<file path="src/rtl/tcru_map.vh">
// tcru_map.vh - register offsets, control bit positions and timing counts for the
// third timer capture/reload unit. assumes 32-bit axi4-lite words.
`ifndef TCRU_MAP_VH
`define TCRU_MAP_VH

// byte offsets of the register words
`define TCRU_OFF_CTRL       8'h00
`define TCRU_OFF_COUNT      8'h04
`define TCRU_OFF_CAPT       8'h08
`define TCRU_OFF_IRQ_STAT   8'h0C
`define TCRU_OFF_IRQ_MASK   8'h10

// control register bit positions
`define TCRU_B_OVF          7
`define TCRU_B_EXT          6
`define TCRU_B_RXCLK        5
`define TCRU_B_TXCLK        4
`define TCRU_B_EXEN         3
`define TCRU_B_RUN          2
`define TCRU_B_CT           1
`define TCRU_B_CPRL         0

// reset values
`define TCRU_RST_CTRL       8'h00
`define TCRU_RST_WORD16     16'h0000
`define TCRU_RST_MASK       2'h0

// oscillator periods per machine cycle and per state time
`define TCRU_OSC_PER_MC     12
`define TCRU_OSC_PER_STATE  2

`endif

</file>
<file path="src/rtl/tcru_tick_gen.v">
// tcru_tick_gen.v - divides clk_sys into machine-cycle and state-time enable pulses.
// assumes clk_sys stands for the oscillator.
`timescale 1ns/1ps
`default_nettype none
`include "tcru_map.vh"

module tcru_tick_gen #(
    parameter MC_DIV = `TCRU_OSC_PER_MC,
    parameter ST_DIV = `TCRU_OSC_PER_STATE
) (
    // clock and reset
    input  wire clk_sys,
    input  wire sys_rst,
    // enables
    output reg  mc_tick,
    output reg  st_tick
);
    reg [3:0] mc_cnt_q;
    reg [3:0] st_cnt_q;

    always @(posedge clk_sys) begin
        if (sys_rst) begin
            mc_cnt_q <= 4'h0;
            st_cnt_q <= 4'h0;
            mc_tick  <= 1'b0;
            st_tick  <= 1'b0;
        end else begin
            mc_tick <= (mc_cnt_q == MC_DIV[3:0] - 4'h1);
            st_tick <= (st_cnt_q == ST_DIV[3:0] - 4'h1);
            mc_cnt_q <= (mc_cnt_q == MC_DIV[3:0] - 4'h1) ? 4'h0 : mc_cnt_q + 4'h1;
            st_cnt_q <= (st_cnt_q == ST_DIV[3:0] - 4'h1) ? 4'h0 : st_cnt_q + 4'h1;
        end
    end
endmodule // tcru_tick_gen
`default_nettype wire

</file>
<file path="src/rtl/tcru_fall_det.v">
// tcru_fall_det.v - two-flop synchroniser plus falling-edge detector sampled on an enable.
// assumes pin_in is asynchronous to clk_sys.
`timescale 1ns/1ps
`default_nettype none

module tcru_fall_det (
    // clock and reset
    input  wire clk_sys,
    input  wire sys_rst,
    // sample enable and pin
    input  wire sample_en,
    input  wire pin_in,
    // one-cycle pulse when a high sample is followed by a low one
    output reg  fall_pulse
);
    reg meta_q;
    reg sync_q;
    reg samp_q;

    always @(posedge clk_sys) begin
        if (sys_rst) begin
            meta_q     <= 1'b1;
            sync_q     <= 1'b1;
            samp_q     <= 1'b1;
            fall_pulse <= 1'b0;
        end else begin
            meta_q     <= pin_in;
            sync_q     <= meta_q;
            fall_pulse <= 1'b0;
            if (sample_en) begin
                samp_q     <= sync_q;
                fall_pulse <= samp_q & ~sync_q;
            end
        end
    end
endmodule // tcru_fall_det
`default_nettype wire

</file>
<file path="src/rtl/tcru_top.v">
// tcru_top.v - third 16-bit timer/counter with capture, auto-reload and baud generator
// modes, reached over axi4-lite. assumes count_pin and trigger_pin are asynchronous.
// Notes on behaviour
// - overflow flag set on rollover, held till software clears, never in baud mode
// - external flag set when trigger edge captures or reloads with enable set
// - receive clock select routes our overflows to serial receive clock
// - transmit clock select routes our overflows to serial transmit clock
// - trigger edge acts only with enable set; enable clear ignores the pin
// - mode: off without run; baud if any clock select; else capture or reload
// - counter select 0 counts machine cycles (state times in baud mode), 1 counts count pin falls
// - capture on trigger edge; reload on overflow and on trigger edge
// - baud mode ignores capture select and reloads on overflow
// - capture mode without enable is a plain 16-bit counter
// - capture edge copies low and high count bytes to capture bytes
// - auto-reload rollover sets overflow flag and loads capture value
// - auto-reload trigger edge also reloads and sets external flag
// - timer_irq while overflow or external flag set, no mask; irq while a sticky status bit is set and enabled, and a status read clears it
// - baud mode internal counting advances every state time
// - baud mode trigger edge sets external flag with no reload
// - count pin sampled each machine cycle, high then low counts one
// - timer operation increments once per machine cycle outside baud mode
//
// The placing of the registers and the AXI4-Lite interface to the registers were left to the implementer.
`timescale 1ns/1ps
`default_nettype none
`include "tcru_map.vh"

module tcru_top (
    // clock and reset
    input  wire        clk_sys,
    input  wire        sys_rst,
    // axi4-lite write address
    input  wire [7:0]  s_axi_awaddr,
    input  wire        s_axi_awvalid,
    output wire        s_axi_awready,
    // axi4-lite write data
    input  wire [31:0] s_axi_wdata,
    input  wire [3:0]  s_axi_wstrb,
    input  wire        s_axi_wvalid,
    output wire        s_axi_wready,
    // axi4-lite write response
    output reg  [1:0]  s_axi_bresp,
    output reg         s_axi_bvalid,
    input  wire        s_axi_bready,
    // axi4-lite read address
    input  wire [7:0]  s_axi_araddr,
    input  wire        s_axi_arvalid,
    output wire        s_axi_arready,
    // axi4-lite read data
    output reg  [31:0] s_axi_rdata,
    output reg  [1:0]  s_axi_rresp,
    output reg         s_axi_rvalid,
    input  wire        s_axi_rready,
    // pins
    input  wire        count_pin,
    input  wire        trigger_pin,
    // serial port clocking
    input  wire        other_timer_ovf,
    output reg         serial_rx_clk,
    output reg         serial_tx_clk,
    // interrupts
    output wire        timer_irq,
    output wire        irq
);
    // one-hot mode states
    localparam [3:0] MODE_OFF  = 4'b0001;
    localparam [3:0] MODE_RELD = 4'b0010;
    localparam [3:0] MODE_CAPT = 4'b0100;
    localparam [3:0] MODE_BAUD = 4'b1000;

    // axi response codes
    localparam [1:0] RESP_OKAY   = 2'h0;
    localparam [1:0] RESP_SLVERR = 2'h2;

    reg  [7:0]  ctrl_q;
    reg  [15:0] count_q;
    reg  [15:0] capt_q;
    reg  [1:0]  irq_stat_q;
    reg  [1:0]  irq_mask_q;
    reg  [3:0]  mode;

    wire mc_tick;
    wire st_tick;
    wire cnt_fall;
    wire trig_fall;

    // ------------- enables and pins
    tcru_tick_gen u_tick (
        .clk_sys (clk_sys),
        .sys_rst (sys_rst),
        .mc_tick (mc_tick),
        .st_tick (st_tick)
    );

    // both pins sampled once per machine cycle
    tcru_fall_det u_cnt_pin (
        .clk_sys    (clk_sys),
        .sys_rst    (sys_rst),
        .sample_en  (mc_tick),
        .pin_in     (count_pin),
        .fall_pulse (cnt_fall)
    );

    tcru_fall_det u_trig_pin (
        .clk_sys    (clk_sys),
        .sys_rst    (sys_rst),
        .sample_en  (mc_tick),
        .pin_in     (trigger_pin),
        .fall_pulse (trig_fall)
    );

    wire run    = ctrl_q[`TCRU_B_RUN];
    wire exen   = ctrl_q[`TCRU_B_EXEN];
    wire rxsel  = ctrl_q[`TCRU_B_RXCLK];
    wire txsel  = ctrl_q[`TCRU_B_TXCLK];
    wire baudsel = rxsel | txsel;
    wire capt_sel = ctrl_q[`TCRU_B_CPRL];

    always @* begin
        if (!run)
            mode = MODE_OFF;
        else if (baudsel)
            mode = MODE_BAUD;
        else if (capt_sel)
            mode = MODE_CAPT;
        else
            mode = MODE_RELD;
    end

    // ------------- count enable
    reg inc_en;
    always @* begin
        // external edges still count in baud mode; state ticks feed only the internal source
        if (ctrl_q[`TCRU_B_CT])
            inc_en = cnt_fall;
        else if (mode == MODE_BAUD)
            inc_en = st_tick;
        else
            inc_en = mc_tick;
        if (mode == MODE_OFF)
            inc_en = 1'b0;
    end

    wire rollover = inc_en & (count_q == 16'hFFFF);
    // trigger is dead with enable clear; run does not gate it
    wire trig_hit = exen & trig_fall;

    // ------------- axi4-lite slave
    reg        aw_full_q;
    reg [7:0]  aw_addr_q;
    reg        w_full_q;
    reg [31:0] w_data_q;
    reg [3:0]  w_strb_q;

    // a held beat blocks its channel until its partner arrives, so writes never overlap
    assign s_axi_awready = ~aw_full_q & ~s_axi_bvalid;
    assign s_axi_wready  = ~w_full_q & ~s_axi_bvalid;
    assign s_axi_arready = ~s_axi_rvalid;

    wire wr_go = aw_full_q & w_full_q;
    wire rd_go = s_axi_arvalid & ~s_axi_rvalid;

    function addr_known;
        input [7:0] a;
        begin
            addr_known = (a == `TCRU_OFF_CTRL) || (a == `TCRU_OFF_COUNT) ||
                         (a == `TCRU_OFF_CAPT) || (a == `TCRU_OFF_IRQ_STAT) ||
                         (a == `TCRU_OFF_IRQ_MASK);
        end
    endfunction

    // registers sit on word boundaries; the byte bits of an address are dropped
    function [7:0] word_addr;
        input [7:0] a;
        begin
            word_addr = {a[7:2], 2'b00};
        end
    endfunction

    // byte-lane merge for the 16-bit count and capture fields
    function [15:0] merge16;
        input [15:0] old;
        input [31:0] data;
        input [3:0]  strb;
        begin
            merge16[7:0]  = strb[0] ? data[7:0]  : old[7:0];
            merge16[15:8] = strb[1] ? data[15:8] : old[15:8];
        end
    endfunction

    wire wr_ctrl  = wr_go & (aw_addr_q == `TCRU_OFF_CTRL) & w_strb_q[0];
    wire wr_count = wr_go & (aw_addr_q == `TCRU_OFF_COUNT);
    wire wr_capt  = wr_go & (aw_addr_q == `TCRU_OFF_CAPT);
    wire wr_mask  = wr_go & (aw_addr_q == `TCRU_OFF_IRQ_MASK) & w_strb_q[0];
    wire [7:0] ar_word = word_addr(s_axi_araddr);
    wire rd_stat  = rd_go & (ar_word == `TCRU_OFF_IRQ_STAT);

    always @(posedge clk_sys) begin
        if (sys_rst) begin
            aw_full_q    <= 1'b0;
            aw_addr_q    <= 8'h00;
            w_full_q     <= 1'b0;
            w_data_q     <= 32'h0000_0000;
            w_strb_q     <= 4'h0;
            s_axi_bvalid <= 1'b0;
            s_axi_bresp  <= 2'h0;
        end else begin
            if (s_axi_awvalid && s_axi_awready) begin
                aw_full_q <= 1'b1;
                aw_addr_q <= word_addr(s_axi_awaddr);
            end
            if (s_axi_wvalid && s_axi_wready) begin
                w_full_q <= 1'b1;
                w_data_q <= s_axi_wdata;
                w_strb_q <= s_axi_wstrb;
            end
            if (wr_go) begin
                aw_full_q    <= 1'b0;
                w_full_q     <= 1'b0;
                s_axi_bvalid <= 1'b1;
                s_axi_bresp  <= addr_known(aw_addr_q) ? RESP_OKAY : RESP_SLVERR;
            end else if (s_axi_bvalid && s_axi_bready) begin
                s_axi_bvalid <= 1'b0;
            end
        end
    end

    always @(posedge clk_sys) begin
        if (sys_rst) begin
            s_axi_rvalid <= 1'b0;
            s_axi_rdata  <= 32'h0000_0000;
            s_axi_rresp  <= 2'h0;
        end else if (rd_go) begin
            s_axi_rvalid <= 1'b1;
            s_axi_rresp  <= addr_known(ar_word) ? RESP_OKAY : RESP_SLVERR;
            case (ar_word)
                `TCRU_OFF_CTRL:     s_axi_rdata <= {24'h000000, ctrl_q};
                `TCRU_OFF_COUNT:    s_axi_rdata <= {16'h0000, count_q};
                `TCRU_OFF_CAPT:     s_axi_rdata <= {16'h0000, capt_q};
                `TCRU_OFF_IRQ_STAT: s_axi_rdata <= {30'h00000000, irq_stat_q};
                `TCRU_OFF_IRQ_MASK: s_axi_rdata <= {30'h00000000, irq_mask_q};
                default:            s_axi_rdata <= 32'h0000_0000;
            endcase
        end else if (s_axi_rready) begin
            s_axi_rvalid <= 1'b0;
        end
    end

    // ------------- control flags, counter, capture
    wire set_ovf = rollover & ~baudsel;
    wire set_ext = trig_hit;
    // this cycle's events, shared by the control flags and the sticky status
    wire [1:0] evt = {set_ext, set_ovf};

    always @(posedge clk_sys) begin
        if (sys_rst) begin
            ctrl_q  <= `TCRU_RST_CTRL;
            count_q <= `TCRU_RST_WORD16;
            capt_q  <= `TCRU_RST_WORD16;
        end else begin
            if (wr_ctrl)
                ctrl_q <= w_data_q[7:0];
            // hardware set beats a software clear in the same cycle
            if (set_ovf)
                ctrl_q[`TCRU_B_OVF] <= 1'b1;
            if (set_ext)
                ctrl_q[`TCRU_B_EXT] <= 1'b1;

            if (wr_count)
                count_q <= merge16(count_q, w_data_q, w_strb_q);
            if (wr_capt)
                capt_q <= merge16(capt_q, w_data_q, w_strb_q);

            case (mode)
                MODE_CAPT: begin
                    if (inc_en)
                        count_q <= count_q + 16'h0001;
                    if (trig_hit) begin
                        capt_q[7:0]  <= count_q[7:0];
                        capt_q[15:8] <= count_q[15:8];
                    end
                end
                MODE_RELD: begin
                    if (rollover || trig_hit)
                        count_q <= capt_q;
                    else if (inc_en)
                        count_q <= count_q + 16'h0001;
                end
                MODE_BAUD: begin
                    if (rollover)
                        count_q <= capt_q;
                    else if (inc_en)
                        count_q <= count_q + 16'h0001; // trigger never reloads
                end
                MODE_OFF: begin
                    // clock selects leave the trigger a bare flag even while stopped
                    if (trig_hit && !baudsel) begin
                        if (capt_sel)
                            capt_q <= count_q;
                        else
                            count_q <= capt_q;
                    end
                end
                default: begin
                    count_q <= count_q;
                end
            endcase
        end
    end

    // ------------- serial clock routing
    // both sources pass one flop, so neither is favoured in timing
    always @(posedge clk_sys) begin
        if (sys_rst) begin
            serial_rx_clk <= 1'b0;
            serial_tx_clk <= 1'b0;
        end else begin
            serial_rx_clk <= rxsel ? rollover : other_timer_ovf;
            serial_tx_clk <= txsel ? rollover : other_timer_ovf;
        end
    end

    // ------------- interrupts
    assign timer_irq = ctrl_q[`TCRU_B_OVF] | ctrl_q[`TCRU_B_EXT];

    always @(posedge clk_sys) begin
        if (sys_rst) begin
            irq_stat_q <= 2'h0;
            irq_mask_q <= `TCRU_RST_MASK;
        end else begin
            if (wr_mask)
                irq_mask_q <= w_data_q[1:0];
            // a read clears the status, but an event in that same cycle survives
            if (rd_stat)
                irq_stat_q <= evt;
            else
                irq_stat_q <= irq_stat_q | evt;
        end
    end

    // level follows only the sticky status, so a status read drops it
    assign irq = |(irq_stat_q & irq_mask_q);

endmodule // tcru_top
`default_nettype wire

</file>
<file path="config.mk">
export PLATFORM = sky130hd
export DESIGN_NAME = tcru_top
export DESIGN_NICKNAME = d
export VERILOG_FILES = /design/src/rtl/tcru_tick_gen.v /design/src/rtl/tcru_fall_det.v /design/src/rtl/tcru_top.v
export VERILOG_INCLUDE_DIRS = /design/src /design/src/rtl
export SDC_FILE = /design/constraint.sdc
export NUM_CORES = 1
export LEC_CHECK = 0
export BUFFER_PORTS_ARGS = -buffer_cell sky130_fd_sc_hd__buf_2
export CAP_MARGIN = 0
export CORE_MARGIN = 3
export CORE_UTILIZATION = 35
export CTS_CLUSTER_SIZE = 25
export DETAILED_ROUTE_END_ITERATION = 7
export PLACE_DENSITY = 0.67
export SLEW_MARGIN = 20
export SYNTH_ARGS = -nofsm -noshare
export SYNTH_HDL_FRONTEND = slang
export SYNTH_HIERARCHICAL = 1
export SYNTH_SLANG_ARGS = --single-unit
</file>
<file path="constraint.sdc">
create_clock -name clk_sys -period 1.72 [get_ports clk_sys]
set_clock_uncertainty 0.05 [all_clocks]
set_input_delay 0.172 -clock clk_sys [delete_from_list [all_inputs] [get_ports clk_sys]]
set_output_delay 0.172 -clock clk_sys [all_outputs]
set_load 0.005 [all_outputs]
</file>
# After elaboration in Yosys (flattened, before gate mapping)
# Index checks and enable logic that the tools add are counted.
# classes
n_addsub	3
mul	0
n_div	0
magnitude_cmp	0
eq_ne	15
shift	0
muxes	35
bitwise_logic	28
n_reduce_logical	26
# ops
op	count
$mux 16	10
$pmux 16 s5	1
$pmux 16 s4	1
$mux 8	5
$pmux 16 s2	1
$eq 6x2->1 const B	4
$add 16x1->16 const B	1
$and 1x1->1	16
$eq 16x16->1 const B	1
$logic_not 8->1	2
$eq 6x1->1 const B	2
$eq 6x3->1 const B	2
$mux 1	11
$reduce_or 2->1	5
$logic_or 1x1->1	9
$add 4x1->4 const B	2
$eq 4x1->1 const B	2
$eq 4x4->1 const B	2
$mux 4	2
$not 1->1	8
$reduce_bool 2->1	4
$mux 2	3
$eq 4x2->1 const B	1
$eq 4x3->1 const B	1
7 further kinds	11
# totals
regBits	128
latch_bits	0
ram_bits	0
rom_bits	0
in_bits	62
out_inout_bits	45
elab_cells	138
n_memories	0

# Longest topological paths before layout
# Gate-level depths: netlist of the first run.
# depth
ltp_word	11
depth_mapped	8
mapped_depth_nobuf	6

# By module
# Netlist of the first run, hierarchy kept.
# modules_own_cells
module	instances	cells_each	area_each_um2	seq_area_each_um2
tcru_top	1	531	4708.3	1841.8
tcru_tick_gen	1	38	385.4	200.2
tcru_fall_det	2	9	120.1	80.1

# Least setup slack after synthesis of the first run
# No wires, ideal clock.
# synth_path
path_kind	register to register
startpoint	reg count_q[0]
endpoint	reg count_q[15]
setup_ps	103
arrival_ps	1721
t_required_ps	1567
path_slack_ps	-154
stages_incl_launch_ff	9
n_path_buf	2
synth_period_minus_slack_ps	1874
cell_sequence	dfxtp_1 ha_1 and4_1 buf_4 nand3_4 o211ai_2 buf_4 nor3_1 a2111oi_2
# synth_between
elab_chain_len	5
word_cells_on_any_way	8
cone_classes	1 x add/sub; 1 x eq/ne; 4 x mux; 1 x bitwise; 1 x reduce/logical
# synth_rtl
item	line	rtl
from (decl)	tcru_top.v:76	reg [15:0] count_q;
from (signal assigned)	tcru_top.v:258	count_q <= `TCRU_RST_WORD16;
from (signal assigned)	tcru_top.v:270	count_q <= merge16(count_q, w_data_q, w_strb_q);
from (signal assigned)	tcru_top.v:277	count_q <= count_q + 16'h0001;
branches (longest 4 deep; another with $add 16x1->16)	n/a	
$pmux 16 s4 *	tcru_top.v:274	case (mode)
# Every way passes the cells marked *.
# A chain may end at the register's enable or synchronous reset.

# Worst setup path after layout of the first run
# layout_path
startpoint	reg ctrl_q[5]
endpoint	reg count_q[11]
# layout_between
elab_chain_len	11
word_cells_on_any_way	20
cone_classes	4 x eq/ne; 10 x mux; 2 x bitwise; 4 x reduce/logical
# layout_rtl
item	line	rtl
from (decl)	tcru_top.v:75	reg [7:0] ctrl_q;
from (signal assigned)	tcru_top.v:257	ctrl_q <= `TCRU_RST_CTRL;
from (signal assigned)	tcru_top.v:262	ctrl_q <= w_data_q[7:0];
$or 1x1->1 *	tcru_top.v:116	wire baudsel = rxsel | txsel;
$mux 4	tcru_top.v:122	else if (baudsel)
$mux 4	tcru_top.v:120	if (!run)
$eq 4x4->1	tcru_top.v:136, tcru_top.v:274	
$mux 1	tcru_top.v:136	else if (mode == MODE_BAUD)
$mux 1	tcru_top.v:134	if (ctrl_q[`TCRU_B_CT])
$mux 1	tcru_top.v:140	if (mode == MODE_OFF)
$and 1x1->1	tcru_top.v:144	wire rollover = inc_en & (count_q == 16'hFFFF);
$logic_or 1x1->1	tcru_top.v:284	if (rollover || trig_hit)
$mux 16	tcru_top.v:284	
$pmux 16 s4	tcru_top.v:274	
to (signal assigned)	tcru_top.v:277	
to (signal assigned)	tcru_top.v:285	count_q <= capt_q;
to (signal assigned)	tcru_top.v:287	count_q <= count_q + 16'h0001;
# Every way passes the cells marked *; elsewhere a longest branch is shown, timed or not.

==> qor.txt, run 1 <==
DRT
-----------------------------------------------------------------------------------------
Routed wl met2 .............................................................      6568 um
Total iterations of the first detailed-routing run .........................            4
Total number of vias .......................................................         4716
DRT Wirelength .............................................................     14290 um
Wire length on met1 ........................................................      6620 um
Mean number of vias per cell ...............................................        5.182
Highest metal layer used by the detailed router ............................         met4
Met3 wire length ...........................................................       841 um
Routed WL per cell .........................................................     15.71 um
Antenna-violating nets left ................................................            0
DRC violation total after the first TritonRoute iteration ..................          271
Total DRC errors in the routed layout ......................................            0

FLOORPLANNING
-----------------------------------------------------------------------------------------
Chip Height ................................................................     129.5 um
Placeable Area .............................................................  0.01470 mm2
Standard-cell row count ....................................................           44
Initial standard-cell utilization of the core ..............................       0.3629
Ports placed on the boundary ...............................................          107
Total die area .............................................................  0.01676 mm2
Die W ......................................................................     129.5 um

STA
-----------------------------------------------------------------------------------------
Min setup slack post-route .................................................   -0.1118 ns
Final setup violation count ................................................           16
Crit share post-route ......................................................        1.065
RSZ-0062 raised after global routing .......................................         true
Maximum clock rate .........................................................   0.5459 GHz
Measured slew at the worst slew-check pin ..................................    0.7079 ns
Final hold vios ............................................................            0
Max Transition Viols Final .................................................            0
Slew HR ....................................................................       0.5280
Minimum period implied by the final worst setup slack ......................     1.832 ns

CLOCKING
-----------------------------------------------------------------------------------------
Clock root cell ............................................................    clkbuf_16
Clock sink count ...........................................................          110
Longest Clk Path Bufs ......................................................            2
Clock H-tree levels ........................................................            3
CTS Buf Count ..............................................................            9
Clock tree from TritonCTS ..................................................         done
Source-to-sink clock delay at the later pin of the worst-skew pair .........      0.36 ns
Clock Pin Slew Worst Setup and Hold Paths ..................................      0.08 ns

GLOBAL ROUTE
-----------------------------------------------------------------------------------------
Wire length of the first global-routing pass ...............................     23190 um
Total gr overflow ..........................................................            0
Maximum number of pins on one net before global-route repair ...............           50
Number of global-route vias before repair ..................................         4642
Combined global-route utilization of all metal layers ......................       0.1732
Initial antenna violation count ............................................            0

YOSYS
-----------------------------------------------------------------------------------------
Synth area leader ..........................................................      dfxtp_1
Synth cell types ...........................................................           56
Number of synthesized flops with an enable pin .............................            0
Proportion of register bits with asynchronous set or reset after synthesis .            0
Post-synthesis sequential area ratio .......................................       0.4129
Fraction of synthesized cell area taken by the top area cell type ..........       0.4129
Total number of yosys warnings .............................................            6
Ys flop type ...............................................................      dfxtp_1
Average footprint of a synthesized cell ....................................    9.087 um2
Count of state elements after synthesis ....................................          110
Top cells by area, synth ................................................... dfxtp_1, mux2i_1, nor2_1
Combined area of all synthesized cells ..................................... 0.005334 mm2
Number of standard cells after synthesis ...................................          587

PLACE
-----------------------------------------------------------------------------------------
Number of I/O port buffers .................................................           66
Dpl cell area .............................................................. 0.006277 mm2
Number of placed cells counting well taps ..................................          860
Placer's final routability congestion estimate .............................       0.9722
HPWL reported at the end of detailed placement .............................     10230 um

POWER
-----------------------------------------------------------------------------------------
Areal power density over the cells ......................................... 729.6 mW/mm2
Leakage ....................................................................     3.086 nW
IR Drop Worst-Case VDD .....................................................  0.0004686 V

FINISH
-----------------------------------------------------------------------------------------
Fraction of final layout cells sized beyond drive strength 1 ...............       0.3140
Filler cells ...............................................................         1347
Final cell count without fillers ...........................................          910
Nets@finish ................................................................          787
Sequential cell area ....................................................... 0.002225 mm2
Utilization after layout ...................................................       0.4841
Area of all placed cells without fillers ................................... 0.007116 mm2
Antenna diodes .............................................................            0
Multi-input gate area in the final layout .................................. 0.003113 mm2
Growth of design area from synthesis to finish .............................       33.40%

CRITICAL PATH
-----------------------------------------------------------------------------------------
Chain of cells forming the critical path ................................... o21a_1 > o311ai_2 > o31a_1 > buf_6 > nor2_4 > a2111oi_4
CP peak stage delay ........................................................      0.37 ns
Signal arrival time at the worst endpoint ..................................      2.04 ns
CP max stage cell ..........................................................      dfxtp_4
Largest fanout of any net on the critical path .............................            5
WS Path Type ............................................................... flip-flop to flip-flop
Launching element type of the critical path ................................    flip-flop
Critical path data required time ...........................................      1.93 ns
Crit path capture type .....................................................    flip-flop

MIN PATH
-----------------------------------------------------------------------------------------
Type of the worst min-delay path ........................................... input pin to flip-flop

STATUS
-----------------------------------------------------------------------------------------
Violated checks ............................................................ negative setup slack
Outcome .................................................................... finished, violations left

RUN
-----------------------------------------------------------------------------------------
Number of max-capacitance violations reported ..............................            0

==> per-stage QoR <==
step	hold WS (ns)	power [mW]	TNS, ns	setup WS (ns)
after floorplan	0.2206	2.995	-0.1223	-0.02824
after global placement	0.3088	3.123	-2.376	-0.1714
after detailed placement	0.3120	3.146	-3.837	-0.2157
after CTS	0.0005132	5.237	-0.6944	-0.06452
after global routing	0.02163	5.412	-2.166	-0.1750
final	0.005548	5.192	-0.8977	-0.1118
==> flip-flops by register name (all words and copies together), names as in the netlist, 2 cells and up <==
name and cells:
capt_q 16, count_q 16, s_axi_rdata 16, w_data_q 16, ctrl_q 8, aw_addr_q 6, u_tick/mc_cnt_q 4, u_tick/st_cnt_q 4
irq_mask_q 2, irq_stat_q 2, w_strb_q 2
==> critical path, delay by kind of cell (launching register included) <==
family | cells | cell delay, ns
flip-flops | 1 | 0.37
AND/OR/NAND/NOR | 1 | 0.04
AO/OA/AOI/OAI | 4 | 1.11
buffers and inverters | 1 | 0.16
==> cell usage after synthesis (6+ instances only) <==
master	n
dfxtp_1	110
nor2_1	77
mux2i_1	62
nand2_1	60
a21oi_1	39
clkbuf_1	25
buf_4	23
nor3_1	22
a211oi_1	19
a22oi_1	14
a2111oi_2	9
o21ai_0	9
buf_2	8
xnor2_1	8
nand2b_1	7
nor2b_1	7
nand4_1	6
==> power by group <==
part / internal (mW) / switching [mW]
registers: 2.62 / 0.0687
logic: 0.209 / 0.236
clock network: 1.06 / 1.00
==> worst paths after layout <==
path                                  startpoint                to  slack (ns)  cells after the start
worst max-delay path                   ctrl_q[5]       count_q[11]       -0.11                      6
worst min register to register  u_cnt_pin/meta_q  u_cnt_pin/sync_q        0.36                      1
worst max register to register         ctrl_q[5]       count_q[11]       -0.11                      6
worst min-delay path             s_axi_wdata[14]      w_data_q[14]       0.006                      3
==> per-layer routing <==
metal	GRT usage	vias to the layer above
met3	0.04204	17
li1	-	2328
met4	0.04890	0
met1	0.2310	2245
met2	0.2805	126
met5	0	-
==> cell type report <==
type | instances | area share
Multi-Input combinational cell | 434 | 0.4375
Sequential cell | 110 | 0.3126
Timing Repair Buffer | 163 | 0.1750
Clock buffer | 11 | 0.03411
Tap cell | 184 | 0.03235
Clock inverter | 5 | 0.006858
Inverter | 3 | 0.001583
==> logic make-up (layout without fill, tap and decap cells) <==
kind of cell             count (synthesis)  in the layout  share of synthesized area
XOR/XNOR                                 9              9                    0.01478
flip-flops                             110            110                     0.4129
AO/OA/AOI/OAI                          118            119                     0.1691
other                                    1             18                  0.0007031
buffers and inverters                   62            182                    0.06592
multiplexers                            64             64                     0.1248
AND/OR/NAND/NOR                        219            220                     0.2024
adder cells (fa/ha/maj)                  4              4                   0.009383
==> cells in the final DEF (no fill, tap or decap), drive strengths merged, types with 4 or more instances in the layout <==
master and n:
a211oi 19, a22oi 14, mux2i 62, nand2b 7, buf 140, a21oi 39, or2 5, o21ai 9
a221oi 6, nor3b 4, and2 7, nand4 6, and4 4, nand3 5, xnor2 8, inv 7
dfxtp 110, nor2b 7, nor3 23, dlygate4sd3 23, nor2 77, clkbuf 11, ha 4, a2111oi 9
conb 18, o21bai 4, nand2 60
==> timing repair <==
| action | 4_1_cts | 5_1_grt |
|---|---|---|
| gates cloned | 2 | 0 |
| resized for setup | 14 | 39 |
| endpoints found under the hold margin | 23 | 0 |
| pin swaps | 11 | 29 |
| setup buffers | 6 | 3 |
| hold buffers | 23 | 0 |
| endpoints found under the setup margin | 24 | 32 |
Note: power is estimated with default switching activity, not from simulation.
==> run 2: changes to the inputs <==
--- a/config.mk
+++ b/config.mk
@@ -13,6 +13,8 @@
 export CTS_CLUSTER_SIZE = 25
 export DETAILED_ROUTE_END_ITERATION = 7
 export PLACE_DENSITY = 0.67
+export REMOVE_ABC_BUFFERS = 1
+export SETUP_SLACK_MARGIN = 0.15
 export SLEW_MARGIN = 20
 export SYNTH_ARGS = -nofsm -noshare
 export SYNTH_HDL_FRONTEND = slang
==> qor.txt, run 2 (synthesized netlist as in run 1, its figures left out) <==
STATUS
---------------------------------------------------------------------------------
Outcome ............................................................ finished, violations left
Violated checks .................................................... negative setup slack

CLOCKING
---------------------------------------------------------------------------------
Clock H-tree levels ................................................            3
Source-to-sink clock delay at the later pin of the worst-skew pair .      0.35 ns
Clock sink count ...................................................          110
Clock tree from TritonCTS ..........................................         done
Clock root cell ....................................................    clkbuf_16
Clock Pin Slew Worst Setup and Hold Paths ..........................      0.07 ns
CTS Buf Count ......................................................            9
Longest Clk Path Bufs ..............................................            2

STA
---------------------------------------------------------------------------------
Min setup slack post-route .........................................  -0.05550 ns
RSZ-0062 raised after global routing ...............................         true
Minimum period implied by the final worst setup slack ..............     1.775 ns
Crit share post-route ..............................................        1.032
Measured slew at the worst slew-check pin ..........................    0.7182 ns
Final-layout worst hold slack ......................................   0.01826 ns
Final hold vios ....................................................            0
Slew HR ............................................................       0.5202
Summed negative setup slack over all endpoints .....................   -0.3332 ns
Final setup violation count ........................................           13
Max Transition Viols Final .........................................            0
Maximum clock rate .................................................   0.5632 GHz

PLACE
---------------------------------------------------------------------------------
Number of I/O port buffers .........................................           66
Placer's final routability congestion estimate .....................       0.8077
HPWL reported at the end of detailed placement .....................      9631 um
DP Worst Slack .....................................................   -0.2088 ns

FINISH
---------------------------------------------------------------------------------
Fraction of final layout cells sized beyond drive strength 1 .......       0.3306
Top library cells by usage in the layout, fill and taps aside ...... dfxtp_1, nor2_1, buf_2, buf_4, mux2i_1
Antenna diodes .....................................................            0
Nets@finish ........................................................          787
Utilization after layout ...........................................       0.4859
Growth of design area from synthesis to finish .....................       33.90%
Leading cell type in the layout, fill and taps excluded ............      dfxtp_1

FLOORPLANNING
---------------------------------------------------------------------------------
Total die area .....................................................  0.01676 mm2
Ports placed on the boundary .......................................          107
Placeable Area .....................................................  0.01470 mm2
Die W ..............................................................     129.5 um
Chip Height ........................................................     129.5 um
Initial standard-cell utilization of the core ......................       0.3629
Standard-cell row count ............................................           44

DRT
---------------------------------------------------------------------------------
DRT Wirelength .....................................................     13720 um
Total iterations of the first detailed-routing run .................            4
Total DRC errors in the routed layout ..............................            0
Total number of vias ...............................................         4582
Routed WL per cell .................................................     15.12 um
Antenna-violating nets left ........................................            0
Mean number of vias per cell .......................................        5.052
DRC violation total after the first TritonRoute iteration ..........          244

CRITICAL PATH
---------------------------------------------------------------------------------
Launching element type of the critical path ........................    flip-flop
CP peak stage delay ................................................      0.58 ns
CP max stage cell ..................................................        or4_4
Largest fanout of any net on the critical path .....................            6
Crit-path leading delay family ..................................... simple AND/OR/NAND/NOR gates
Worst reg2reg startpoint ...........................................    ctrl_q[5]
Chain of cells forming the critical path ........................... or4_4 > o211ai_4 > buf_6 > nor3_1 > a2111oi_2
WS Path Type ....................................................... flip-flop to flip-flop
Signal arrival time at the worst endpoint ..........................      1.98 ns
Critical Path Start ................................................    ctrl_q[5]
Buffers plus inverters on the worst setup path .....................            1
Crit path capture type .............................................    flip-flop
Critical path data required time ...................................      1.92 ns

GLOBAL ROUTE
---------------------------------------------------------------------------------
Total gr overflow ..................................................            0
Initial antenna violation count ....................................            0
Number of global-route vias before repair ..........................         4338
Combined global-route utilization of all metal layers ..............       0.1591
Maximum number of pins on one net before global-route repair .......           53
Wire length of the first global-routing pass .......................     21310 um

POWER
---------------------------------------------------------------------------------
Final total power ..................................................     5.148 mW
Areal power density over the cells ................................. 720.9 mW/mm2
IR Drop Worst-Case VDD .............................................  0.0004965 V
Leakage ............................................................     3.026 nW

MIN PATH
---------------------------------------------------------------------------------
Type of the worst min-delay path ................................... input pin to flip-flop
Hold wc startpoint ................................................. s_axi_wdata[3]

RUN
---------------------------------------------------------------------------------
Number of max-capacitance violations reported ......................            0

## run 2: changes by cell type in the layout (fill, tap and decap cells not counted), moves of 3 or more
| cell | delta |
|---|---|
| and4_4 | -3 |
| buf_6 | +8 |
| dlygate4sd3_1 | -5 |
| nor2_1 | -4 |
| a21oi_1 | -3 |
| nor2_2 | +5 |
| a21oi_2 | +3 |
## run 2: path summary, 6_finish.rpt
kind,slack (ns),cells past startpoint,end
hold reg to reg,0.36,1,u_trig_pin/sync_q
hold / removal,0.02,3,w_data_q[3]
setup reg to reg,-0.06,5,count_q[13]
setup / recovery,-0.06,5,count_q[13]
## run 2: final cells by class
cell class,instances,area [um2]
clock buffer,11,242.7
tap,184,230.2
sequential,110,2217
fill,1334,7557
clock inverter,2,35.03
timing repair buffer,165,1282
inverter,3,11.26
multi-input combinational,432,3123
## run 2: worst min-delay path: cells and delay by family
| family | cells | cell delay [ns] |
|---|---|---|
| AOI/OAI and AO/OA | 1 | 0.05 |
| and+or+nand+nor | 1 | 0.05 |
| buffers and inverters | 1 | 0.10 |
## run 2: per-stage QoR
step           cell area [um2]  instances
6_report                  7142        907
5_1_grt                   7142        907
4_1_cts                   6993        904
3_5_place_dp              6261        867
3_3_place_gp              6261        867
2_1_floorplan             5057        545
## run 2: power by group
group / internal [mW] / total, mW / switching (mW)
Clock: 1.14 / 2.01 / 0.866
Combinational: 0.215 / 0.457 / 0.241
Sequential: 2.62 / 2.68 / 0.0615
Total: 3.98 / 5.15 / 1.17
## run 2: timing repair
item | 4_1_cts | 5_1_grt
pin swaps | 32 | 24
endpoints found under the setup margin | 43 | 50
setup buffers | 6 | 3
hold buffers | 18 | 0
gates resized for setup | 52 | 29
hold endpoints to repair | 18 | 0
## run 2: routing by layer
layer | share of wire | global-route usage | wire length (um)
met5 | 0 | 0 | 0
met2 | 0.47 | 0.2576 | 6459
met3 | 0.042 | 0.03339 | 578
met4 | 0.016 | 0.05318 | 222
met1 | 0.47 | 0.2121 | 6456
==> run 3: changes to the inputs <==
--- a/config.mk
+++ b/config.mk
@@ -12,6 +12,7 @@
 export CORE_UTILIZATION = 35
 export CTS_CLUSTER_SIZE = 25
 export DETAILED_ROUTE_END_ITERATION = 7
+export MAX_ROUTING_LAYER = met4
 export PLACE_DENSITY = 0.67
 export REMOVE_ABC_BUFFERS = 1
 export SETUP_SLACK_MARGIN = 0.15
==> qor.txt, run 3 (synthesized netlist as in run 1, its figures left out) <==
STA
---------------------------------------------------------------------------------
Minimum period implied by the final worst setup slack ..............     1.777 ns
Final hold vios ....................................................            0
Measured slew at the worst slew-check pin ..........................    0.7019 ns
Maximum clock rate .................................................   0.5627 GHz
Max Transition Viols Final .........................................            0
RSZ-0062 raised after global routing ...............................         true
Final setup violation count ........................................           13
Summed negative setup slack over all endpoints .....................   -0.3355 ns
Min setup slack post-route .........................................  -0.05702 ns
Crit share post-route ..............................................        1.033
Slew HR ............................................................       0.5321

DRT
---------------------------------------------------------------------------------
Mean number of vias per cell .......................................        5.077
Antenna-violating nets left ........................................            0
Routed WL per cell .................................................     15.18 um
DRC violation total after the first TritonRoute iteration ..........          280
Total iterations of the first detailed-routing run .................            4
Total number of vias ...............................................         4605
DRT Wirelength .....................................................     13770 um
Total DRC errors in the routed layout ..............................            0

CRITICAL PATH
---------------------------------------------------------------------------------
Largest fanout of any net on the critical path .....................            6
Launching element type of the critical path ........................    flip-flop
CP max stage cell ..................................................        or4_4
Critical Path Start ................................................    ctrl_q[5]
Buffers plus inverters on the worst setup path .....................            1
Crit path capture type .............................................    flip-flop
Worst reg2reg startpoint ...........................................    ctrl_q[5]
Chain of cells forming the critical path ........................... or4_4 > o211ai_4 > buf_6 > nor3_1 > a2111oi_2
CP peak stage delay ................................................      0.58 ns
Critical path data required time ...................................      1.92 ns
WS Path Type ....................................................... flip-flop to flip-flop
FF-to-FF path depth ................................................            5
Signal arrival time at the worst endpoint ..........................      1.98 ns
Worst path depth ...................................................            5
Crit-path leading delay family ..................................... simple AND/OR/NAND/NOR gates

FINISH
---------------------------------------------------------------------------------
Nets@finish ........................................................          787
Antenna diodes .....................................................            0
Fraction of final layout cells sized beyond drive strength 1 .......       0.3306
Area of all placed cells without fillers ........................... 0.007142 mm2
Leading cell type in the layout, fill and taps excluded ............      dfxtp_1
Top library cells by usage in the layout, fill and taps aside ...... dfxtp_1, nor2_1, buf_2, buf_4, mux2i_1
Utilization after layout ...........................................       0.4859
Growth of design area from synthesis to finish .....................       33.90%
Final cell count without fillers ...................................          907

PLACE
---------------------------------------------------------------------------------
HPWL reported at the end of detailed placement .....................      9631 um
Number of I/O port buffers .........................................           66
Dpl cell area ...................................................... 0.006261 mm2
Number of placed cells counting well taps ..........................          867
Placer's final routability congestion estimate .....................       0.8196

CLOCKING
---------------------------------------------------------------------------------
Clock sink count ...................................................          110
CTS Buf Count ......................................................            9
Clock H-tree levels ................................................            3
Clock tree from TritonCTS ..........................................         done
Clock Pin Slew Worst Setup and Hold Paths ..........................      0.07 ns
Source-to-sink clock delay at the later pin of the worst-skew pair .      0.35 ns
Longest Clk Path Bufs ..............................................            2
Clock root cell ....................................................    clkbuf_16

POWER
---------------------------------------------------------------------------------
Share of power burned in the clock network .........................        0.391
Internal ...........................................................     3.979 mW
Fraction of power consumed by combinational cells ..................        0.089
P_sw ...............................................................     1.174 mW
Areal power density over the cells ................................. 721.6 mW/mm2
Leakage ............................................................     3.026 nW
Net switching fraction of the power ................................       0.2279
Relative contribution of sequential cells to total power ...........        0.521
IR Drop Worst-Case VDD .............................................  0.0005111 V

STATUS
---------------------------------------------------------------------------------
Violated checks .................................................... negative setup slack
Outcome ............................................................ finished, violations left

MIN PATH
---------------------------------------------------------------------------------
Hold wc startpoint ................................................. s_axi_wdata[3]
Type of the worst min-delay path ................................... input pin to flip-flop
Count of cells along the worst hold path ...........................            3

GLOBAL ROUTE
---------------------------------------------------------------------------------
Number of global-route vias before repair ..........................         4341
Maximum number of pins on one net before global-route repair .......           53
Combined global-route utilization of all metal layers ..............       0.1641
Total gr overflow ..................................................            0
Wire length of the first global-routing pass .......................     21320 um
Initial antenna violation count ....................................            0

FLOORPLANNING
---------------------------------------------------------------------------------
Initial standard-cell utilization of the core ......................       0.3629
Die W ..............................................................     129.5 um
Total die area .....................................................  0.01676 mm2
Standard-cell row count ............................................           44
Chip Height ........................................................     129.5 um
Ports placed on the boundary .......................................          107
Placeable Area .....................................................  0.01470 mm2

RUN
---------------------------------------------------------------------------------
Number of max-capacitance violations reported ......................            0

==> run 3: cell counts in the layout (fill, tap and decap cells not counted) <==
Identical to the previous run, type by type.
==> run 3: final cells by class <==
cell class | instances | area [um2]
tap | 184 | 230.2
inverter | 3 | 11.26
fill | 1334 | 7557
clock buffer | 11 | 242.7
sequential | 110 | 2217
clock inverter | 2 | 35.03
multi-input combinational | 432 | 3123
timing repair buffer | 165 | 1282
==> run 3: power by group through the flow <==
stage	clock [mW]	combinational, mW	sequential [mW]
3_5_place_dp	0	0.420	2.74
6_report	2.01	0.457	2.68
5_1_grt	2.16	0.510	2.69
2_1_floorplan	0	0.190	2.73
4_1_cts	2.08	0.459	2.68
3_3_place_gp	0	0.417	2.74
==> run 3: layer usage <==
metal	wire, um	global-route usage
met5	0	-
met4	286	0.05318
met3	626	0.03462
met2	6438	0.2579
met1	6418	0.2119
==> run 3: worst paths after layout <==
check	to	slack (ns)
worst max register to register	count_q[13]	-0.06
worst min register to register	u_trig_pin/sync_q	0.36
worst min-delay path	w_data_q[3]	0.01
worst max-delay path	count_q[13]	-0.06
==> run 3: stage by stage <==
step | power (mW) | hold WS, ns | setup slack, ns
global placement | 3.156 | 0.3060 | -0.1389
CTS | 5.219 | 0.001269 | -0.05720
floorplan | 2.920 | 0.1909 | -0.2978
finish | 5.153 | 0.01356 | -0.05702
global route | 5.365 | 0.01526 | -0.1267
detailed placement | 3.164 | 0.3072 | -0.2088
==> run 3: timing repair <==
action | 4_1_cts | 5_1_grt
pin swaps | 32 | 24
hold endpoints to repair | 18 | 0
resized for setup | 52 | 29
hold buffers | 18 | 0
setup endpoints to repair | 43 | 50
setup buffers | 6 | 3
==> run 3: worst min-delay path: stages <==
cell	delay, ns
buf_2	0.10
nand2_1	0.05
a21oi_1	0.05
